[config.mk]
export PLATFORM = sky130hd
export DESIGN_NAME = tcrs_timer
export DESIGN_NICKNAME = d
export VERILOG_FILES = /design/src/common/tcrs_pkg.sv /design/src/verilog/tcrs_timer.sv
export SDC_FILE = /design/constraint.sdc
export NUM_CORES = 1
export LEC_CHECK = 0
export ABC_AREA = 1
export ABC_CLOCK_PERIOD_IN_PS = 1500
export BUFFER_PORTS_ARGS = -buffer_cell sky130_fd_sc_hd__buf_2
export CORE_MARGIN = 10
export CORE_UTILIZATION = 30
export DETAILED_ROUTE_END_ITERATION = 8
export PLACE_DENSITY = 0.5
export SETUP_SLACK_MARGIN = 0.1
export SLEW_MARGIN = 5
export SYNTH_ARGS = -nofsm -noshare
export SYNTH_HDL_FRONTEND = slang
export SYNTH_SLANG_ARGS = --single-unit
[constraint.sdc]
create_clock -name MCLK -period 1.5 [get_ports MCLK]
set_input_delay 0.3 -clock MCLK [delete_from_list [all_inputs] [get_ports MCLK]]
set_output_delay 0.3 -clock MCLK [all_outputs]
set_load 0.02 [all_outputs]
[src/common/tcrs_pkg.sv]
// Purpose: shared constants for the timer read resynchronisation block
// Assumes: 32-bit APB, one word per register
// Notes: offsets are byte addresses
package tcrs_pkg;
	// ------------------------------------------------------------
	// register offsets
	// ------------------------------------------------------------
	localparam logic [7:0] SIC_OFF = 8'h00; // sync_interface_control
	localparam logic [7:0] TCV_OFF = 8'h04; // timer_counter_value
	localparam logic [7:0] CV1_OFF = 8'h08; // capture_value_one
	localparam logic [7:0] CV2_OFF = 8'h0c; // capture_value_two
	localparam logic [7:0] WCV_OFF = 8'h10; // watchdog_counter_value
	localparam logic [7:0] STS_OFF = 8'h14; // resync status
	localparam logic [7:0] CTL_OFF = 8'h18; // timer control
	// ------------------------------------------------------------
	// field positions and reset values
	// ------------------------------------------------------------
	localparam int POSTED_BIT = 2;
	localparam int RDMODE_BIT = 3;
	localparam int RUN_BIT = 0;
	localparam int TSTALE_BIT = 0;
	localparam int WSTALE_BIT = 1;
	localparam logic POSTED_RST = 1'b1;
	localparam logic RDMODE_RST = 1'b0;
	localparam logic RUN_RST = 1'b0;
	// ------------------------------------------------------------
	// resume wait: interface cycles before the functional tick
	// ------------------------------------------------------------
	localparam logic [1:0] RESUME_IF_CYCLES = 2'h2;
	localparam logic [3:0] FCLK_DIV_RST = 4'h3; // functional tick every 4 cycles
	// resync state of the deferred copies
	typedef enum logic [1:0] {
		TCRS_SLEEP = 2'b00,
		TCRS_WAITIF = 2'b01,
		TCRS_WAITFN = 2'b10,
		TCRS_SYNCED = 2'b11
	} tcrs_sync_e;
endpackage : tcrs_pkg

[src/verilog/tcrs_timer.sv]
// Purpose: general timer and watchdog counters read over APB with deferred copies
// Assumes: functional clock modelled as a tick derived from MCLK; interface clock
//          state arrives on IF_CLK_ACTIVE from the clock controller
// Notes:
// Operation
// - deferred reads may be stale after resume
// - non-deferred reads return live values only when readmode=1, else the deferred copy
// - live read when deferred=0 and readmode=1
// - read-mode bit write-only, reads zero
// - watchdog uses deferred synchronization only
// - watchdog has no sync mode control
// - watchdog read may be stale after resume
//
// Chosen here: the register addresses and the APB register port.
`timescale 1ns/1ps
module tcrs_timer #(
	parameter int CW = 32,
	parameter bit RDMODE_WO = 1'b1
) (
	input wire logic MCLK,
	input wire logic SRST,
	input wire logic PSEL,
	input wire logic PENABLE,
	input wire logic PWRITE,
	input wire logic [7:0] PADDR,
	input wire logic [31:0] PWDATA,
	output logic [31:0] PRDATA,
	output logic PREADY,
	output logic PSLVERR,
	input wire logic IF_CLK_ACTIVE,
	input wire logic CAPTURE_IN,
	output logic TIMER_STALE
);
	// ------------------------------------------------------------
	// pin synchronisers
	// ------------------------------------------------------------
	logic act_m_q, act_s_q, act_d_q;
	logic cap_m_q, cap_s_q, cap_d_q;
	logic act_rise;
	logic cap_rise;

	// three flops per pin; edges look only at the settled stages
	always_ff @(posedge MCLK) begin
		if (SRST) begin
			act_m_q <= 1'b0;
			act_s_q <= 1'b0;
			act_d_q <= 1'b0;
			cap_m_q <= 1'b0;
			cap_s_q <= 1'b0;
			cap_d_q <= 1'b0;
		end else begin
			act_m_q <= IF_CLK_ACTIVE;
			act_s_q <= act_m_q;
			act_d_q <= act_s_q;
			cap_m_q <= CAPTURE_IN;
			cap_s_q <= cap_m_q;
			cap_d_q <= cap_s_q;
		end
	end
	assign act_rise = act_s_q & ~act_d_q;
	assign cap_rise = cap_s_q & ~cap_d_q;

	// ------------------------------------------------------------
	// functional tick and live counters
	// ------------------------------------------------------------
	logic [3:0] div_q;
	logic tick;
	logic [CW-1:0] tmr_cnt_q, wd_cnt_q, cap1_q, cap2_q;
	logic cap_sel_q;
	logic posted_q, rdmode_q, run_q;
	logic wr_acc;
	logic [7:0] addr_q;
	logic wr_q;

	// divider stands in for the slower functional clock
	always_ff @(posedge MCLK) begin
		if (SRST) begin
			div_q <= tcrs_pkg::FCLK_DIV_RST;
		end else if (div_q == 4'h0) begin
			div_q <= tcrs_pkg::FCLK_DIV_RST;
		end else begin
			div_q <= div_q - 4'h1;
		end
	end
	assign tick = (div_q == 4'h0);

	// the access edge is the only edge where a write lands
	assign wr_acc = PSEL & PENABLE & PREADY & wr_q;

	// timer counter: software write loads, else counts on ticks when running
	always_ff @(posedge MCLK) begin
		if (SRST) begin
			tmr_cnt_q <= '0;
		end else if (wr_acc && addr_q == tcrs_pkg::TCV_OFF) begin
			tmr_cnt_q <= PWDATA[CW-1:0];
		end else if (tick && run_q) begin
			tmr_cnt_q <= tmr_cnt_q + 1'b1;
		end
	end

	// watchdog counter runs on every functional tick
	always_ff @(posedge MCLK) begin
		if (SRST) begin
			wd_cnt_q <= '0;
		end else if (tick) begin
			wd_cnt_q <= wd_cnt_q + 1'b1;
		end
	end

	// captures alternate between the two capture registers
	always_ff @(posedge MCLK) begin
		if (SRST) begin
			cap1_q <= '0;
			cap2_q <= '0;
			cap_sel_q <= 1'b0;
		end else if (cap_rise) begin
			cap_sel_q <= ~cap_sel_q;
			if (!cap_sel_q) begin
				cap1_q <= tmr_cnt_q;
			end else begin
				cap2_q <= tmr_cnt_q;
			end
		end
	end

	// ------------------------------------------------------------
	// deferred copies and resume tracking
	// ------------------------------------------------------------
	tcrs_pkg::tcrs_sync_e st_q, st_d;
	logic [1:0] wait_q;
	logic copy_en;
	logic [CW-1:0] tmr_cp_q, cv1_cp_q, cv2_cp_q, wd_cp_q;

	// after a resume the copies need two interface cycles and one tick
	always_comb begin
		st_d = st_q;
		case (st_q)
			tcrs_pkg::TCRS_SLEEP: begin
				if (act_rise) st_d = tcrs_pkg::TCRS_WAITIF;
			end
			tcrs_pkg::TCRS_WAITIF: begin
				if (!act_s_q) st_d = tcrs_pkg::TCRS_SLEEP;
				else if (wait_q == tcrs_pkg::RESUME_IF_CYCLES - 2'h1) begin
					st_d = tcrs_pkg::TCRS_WAITFN;
				end
			end
			tcrs_pkg::TCRS_WAITFN: begin
				if (!act_s_q) st_d = tcrs_pkg::TCRS_SLEEP;
				else if (tick) st_d = tcrs_pkg::TCRS_SYNCED;
			end
			tcrs_pkg::TCRS_SYNCED: begin
				if (!act_s_q) st_d = tcrs_pkg::TCRS_SLEEP;
			end
			default: st_d = tcrs_pkg::TCRS_SLEEP;
		endcase
	end

	always_ff @(posedge MCLK) begin
		if (SRST) begin
			st_q <= tcrs_pkg::TCRS_SLEEP;
			wait_q <= 2'h0;
		end else begin
			st_q <= st_d;
			wait_q <= (st_q == tcrs_pkg::TCRS_WAITIF) ? wait_q + 2'h1 : 2'h0;
		end
	end

	// copies move only on a tick once the interface side has settled
	assign copy_en = tick && (st_q == tcrs_pkg::TCRS_WAITFN || st_q == tcrs_pkg::TCRS_SYNCED);

	// frozen copies are what makes deferred reads stale after a restart
	always_ff @(posedge MCLK) begin
		if (SRST) begin
			tmr_cp_q <= '0;
			cv1_cp_q <= '0;
			cv2_cp_q <= '0;
			wd_cp_q <= '0;
		end else if (copy_en) begin
			tmr_cp_q <= tmr_cnt_q;
			cv1_cp_q <= cap1_q;
			cv2_cp_q <= cap2_q;
			wd_cp_q <= wd_cnt_q;
		end
	end

	// ------------------------------------------------------------
	// APB slave: one wait-free access, answer registered at setup
	// ------------------------------------------------------------
	logic live_rd;
	logic [31:0] rdat;
	logic mapped;

	assign live_rd = ~posted_q & rdmode_q;

	function automatic logic [31:0] tcrs_ext(input logic [CW-1:0] v);
		tcrs_ext = 32'(v);
	endfunction : tcrs_ext

	// read mux; watchdog always takes the deferred copy
	always_comb begin
		rdat = 32'h0000_0000;
		mapped = 1'b1;
		case (PADDR)
			tcrs_pkg::SIC_OFF: begin
				rdat[tcrs_pkg::POSTED_BIT] = posted_q;
				rdat[tcrs_pkg::RDMODE_BIT] = RDMODE_WO ? 1'b0 : rdmode_q;
			end
			tcrs_pkg::TCV_OFF: rdat = tcrs_ext(live_rd ? tmr_cnt_q : tmr_cp_q);
			tcrs_pkg::CV1_OFF: rdat = tcrs_ext(live_rd ? cap1_q : cv1_cp_q);
			tcrs_pkg::CV2_OFF: rdat = tcrs_ext(live_rd ? cap2_q : cv2_cp_q);
			tcrs_pkg::WCV_OFF: rdat = tcrs_ext(wd_cp_q);
			tcrs_pkg::STS_OFF: begin
				rdat[tcrs_pkg::TSTALE_BIT] = (st_q != tcrs_pkg::TCRS_SYNCED) & posted_q;
				rdat[tcrs_pkg::WSTALE_BIT] = (st_q != tcrs_pkg::TCRS_SYNCED);
			end
			tcrs_pkg::CTL_OFF: rdat[tcrs_pkg::RUN_BIT] = run_q;
			default: mapped = 1'b0;
		endcase
	end

	// setup cycle latches the answer so PREADY rises in the access cycle
	always_ff @(posedge MCLK) begin
		if (SRST) begin
			PREADY <= 1'b0;
			PRDATA <= 32'h0000_0000;
			PSLVERR <= 1'b0;
			addr_q <= 8'h00;
			wr_q <= 1'b0;
		end else if (PSEL && !PENABLE) begin
			PREADY <= 1'b1;
			PRDATA <= PWRITE ? 32'h0000_0000 : rdat;
			PSLVERR <= ~mapped;
			addr_q <= PADDR;
			wr_q <= PWRITE & mapped;
		end else begin
			PREADY <= 1'b0;
			PRDATA <= 32'h0000_0000;
			PSLVERR <= 1'b0;
			wr_q <= 1'b0;
		end
	end

	// control bits; the watchdog has no mode bit anywhere
	always_ff @(posedge MCLK) begin
		if (SRST) begin
			posted_q <= tcrs_pkg::POSTED_RST;
			rdmode_q <= tcrs_pkg::RDMODE_RST;
			run_q <= tcrs_pkg::RUN_RST;
		end else if (wr_acc && addr_q == tcrs_pkg::SIC_OFF) begin
			posted_q <= PWDATA[tcrs_pkg::POSTED_BIT];
			rdmode_q <= PWDATA[tcrs_pkg::RDMODE_BIT];
		end else if (wr_acc && addr_q == tcrs_pkg::CTL_OFF) begin
			run_q <= PWDATA[tcrs_pkg::RUN_BIT];
		end
	end

	// stale flag out on a pin for the power manager
	always_ff @(posedge MCLK) begin
		if (SRST) TIMER_STALE <= 1'b1;
		else TIMER_STALE <= (st_d != tcrs_pkg::TCRS_SYNCED);
	end
endmodule : tcrs_timer
==> impl_metrics.json <==
{
  "power.total_uw": 19800,
  "root_buffer": "clkbuf_16",
  "placed_area_sq_um": 17570,
  "power_leakage_uw": 0.008568,
  "drcViolationCount": 0,
  "cts_tree": "built",
  "io_buffer_count": 81,
  "rsz0062_at_grt": "yes",
  "nNetsFinal": 2561,
  "final_hold_viol_count": 0,
  "p_int_uw": 15120,
  "finalClockSkew_ns": 0.02553,
  "slew_viol_final": 0,
  "grt_pass1_wl_um": 85860,
  "path_clk_slew_ns": 0.06,
  "syn_area_sq_um": 14810,
  "die_w_um": 242.2,
  "ys_async_sr_fraction_pct": 0,
  "cp.arrival_ns": 2.08,
  "final_layout_size_suffix_gt1_share_pct": 44.35,
  "grt_start_max_net_pins": 100,
  "timing.fmax_ghz": 0.6153,
  "antenna_found_initial": 0,
  "syn_inst": 2197,
  "cap_viol_max_count": 0,
  "drt-pass1-iter-count": 5,
  "rows": 81,
  "synth_edf_count": 0,
  "dr_total_vias": 16220,
  "relSlewSlack_pct": 50.05,
  "yosysUniqueCellTypes": 44,
  "clkPwrFrac_pct": 49.9,
  "path_class": "register to register",
  "outcome": "finished, violations left",
  "die_y_um": 242.2,
  "startpoint_type": "register",
  "place_congestion": 0.8531,
  "clkLatencyLatePin_ns": 0.55,
  "core_area_sq_um": 48850,
  "switching_share_pct": 23.66,
  "gr-total-overflow": 0,
  "fill_cells": 4736,
  "via_per_inst": 5.064,
  "fin_ws_ns": -0.1252,
  "grt_pass1_vias": 15302,
  "clock-sinks": 318,
  "finalSetupViolations": 156,
  "seq_area_frac_synth_pct": 42.99,
  "diodes": 0,
  "stdcell_area_sq_um": 23730,
  "fin_setup_tns_ns": -6.492,
  "dp_cells": 3027,
  "fin_cells": 3203,
  "crit_path_max_fanout": 7,
  "pre_cts_slack_ns": -0.1963,
  "violations": "negative setup slack",
  "power.switching_uw": 4685,
  "ir_drop_uv": 797.6,
  "cp_slowest_cell": "dfxtp_2",
  "die_area_sq_um": 58650,
  "critPathMaxStageDelay_ns": 0.31,
  "yosysWarnings": 0,
  "initial_core_util_pct": 30.31,
  "synth_ff_type": "dfxtp_1",
  "clk_path_buf_depth": 3,
  "cts_buffers": 37,
  "drtIter0Drc": 1025,
  "yosys_register_bits": 318,
  "min_path_type": "input pin to register",
  "min_period_over_period_pct": 108.3,
  "syn2layout_area_growth_pct": 60.22,
  "grt_usage_pct": 18.06,
  "seq_area_sq_um": 6491,
  "path_cells": "or2_4, nor2_4, nand3_4, buf_12, nand2_8, clkinvlp_4, nand2_1, nand3_1, nand2_1, inv_1",
  "p_seq_share_pct": 43.3,
  "drt_wl_total_um": 61070,
  "top_level_ports": 82,
  "pwr-share-comb_pct": 6.7,
  "crit_top_cell": "nand2_1",
  "tightest_slew_ns": 0.7492,
  "synth_area_per_cell_sq_um": 6.740,
  "ant_nets": 0,
  "multi_input_comb_area_sq_um": 9907,
  "synth_nets": 2248,
  "cts_max_level": 2,
  "pwr_density_cell_nw_per_um2": 834.6,
  "critical_path_required_ns": 1.95,
  "period_minus_slack_ns": 1.625,
  "routedWlPerCell_um": 19.07,
  "dp_hpwl_um": 35570,
  "end_kind": "register"
}
[per-stage QoR]
step	hold slack (ns)	util [%]
after floorplan	0.3860	-
after CTS	0.01858	41.60
final	0.01824	48.57
after global placement	0.3954	35.96
after detailed placement	0.3983	35.96
after global routing	0.02930	48.57
[power by group through the flow]
stage | clock (uW) | sequential [uW] | combinational (uW)
2_1_floorplan | 0 | 8780 | 425
3_3_place_gp | 0 | 8780 | 775
3_5_place_dp | 0 | 8780 | 786
4_1_cts | 9980 | 8590 | 990
5_1_grt | 10400 | 8580 | 1410
6_report | 9890 | 8580 | 1330
[routing by layer]
metal	GRT usage (%)	part of all wire (%)	vias up
met5	0	0	-
met4	5.474	2.6	0
met3	2.469	5.9	98
met2	29.66	47	482
met1	24.11	44	7874
li1	-	-	7766
[Yosys cell counts (7+ instances only)]
cell      number  area (sq um)
a31oi_2       10         125.1
nand3_1      178         890.9
inv_1        164         615.6
buf_4          9         67.56
clkbuf_1      76         285.3
a31oi_1       13         81.33
o21ai_1       18         90.09
o21ai_0      162         810.8
nor2_1       159         596.8
a21oi_1      250          1251
nor2_2        12         75.07
nor3_1        11         55.05
xor2_1        14         122.6
nand2_1      675          2534
nand4_1        7         43.79
dfxtp_1      318          6366
inv_2         24         90.09
buf_2         39         195.2
[placed cells by master (no fill, tap or decap), drive strengths merged, types with 4 or more instances in the layout]
cell type,synthesis,routed
a211oi,4,4
a21oi,250,250
a31oi,23,23
buf,53,373
bufinv,0,5
clkbuf,79,80
clkinv,0,8
dfxtp,318,318
ha,4,4
inv,188,186
nand2,679,680
nand3,182,182
nand3b,6,6
nand4,8,8
nor2,176,176
nor3,13,13
nor3b,6,6
o21ai,180,180
or2,4,7
xor2,14,14
[worst paths after layout]
| check | from | endpoint | slack [ns] | depth (start not counted) |
|---|---|---|---|---|
| min | PWDATA[2] | tmr_cnt_q[2]$_SDFFE_PP0P_ | 0.02 | 3 |
| min reg2reg | cap_m_q$_SDFF_PP0_ | cap_s_q$_SDFF_PP0_ | 0.40 | 2 |
| max reg2reg | addr_q[7]$_SDFFE_PP0P_ | tmr_cnt_q[7]$_SDFFE_PP0P_ | -0.13 | 10 |
| max | addr_q[7]$_SDFFE_PP0P_ | tmr_cnt_q[7]$_SDFFE_PP0P_ | -0.13 | 10 |
[final cells by class]
type / count / area share (%)
Timing Repair Buffer: 402 / 18.66
Sequential cell: 318 / 27.36
Tap cell: 664 / 3.502
Clock inverter: 14 / 0.8649
Inverter: 188 / 3.164
Multi-Input combinational cell: 1563 / 41.76
Clock buffer: 54 / 4.688
[critical path: cells and delay by family, from the launching register on]
kind | cells | cell delay, ns
flops | 1 | 0.31
simple gates | 7 | 0.82
buf+inv | 3 | 0.39
[cell families (layout without fill, tap and decap cells)]
kind of cell	count (synthesis)	count (layout)	share of synthesized area [%]
XOR/XNOR	16	16	0.9464
flip-flops	318	318	42.99
adder cells (fa/ha/maj)	4	4	0.3380
buffers and inverters	320	658	8.864
AO/OA/AOI/OAI	462	462	16.40
AND/OR/NAND/NOR	1077	1081	30.46
[repair_timing]
item                                    in CTS  in global routing
setup buffers                               25                 39
gates resized for setup                    249                710
cloned                                      21                 32
hold buffers                                 3                  0
hold endpoints to repair                     3                  0
pin swaps                                   64                194
endpoints found under the setup margin     233                299
[sequential cells by signal, summed over array words and instances, names as in the netlist, 2 cells and up]
register	cells
cv2_cp_q	32
cap2_q	32
wd_cnt_q	32
addr_q	8
tmr_cnt_q	32
st_q	2
div_q	4
PRDATA	32
cap1_q	32
wd_cp_q	32
wait_q	2
cv1_cp_q	32
tmr_cp_q	32
Power figures use the tool's default switching activity.
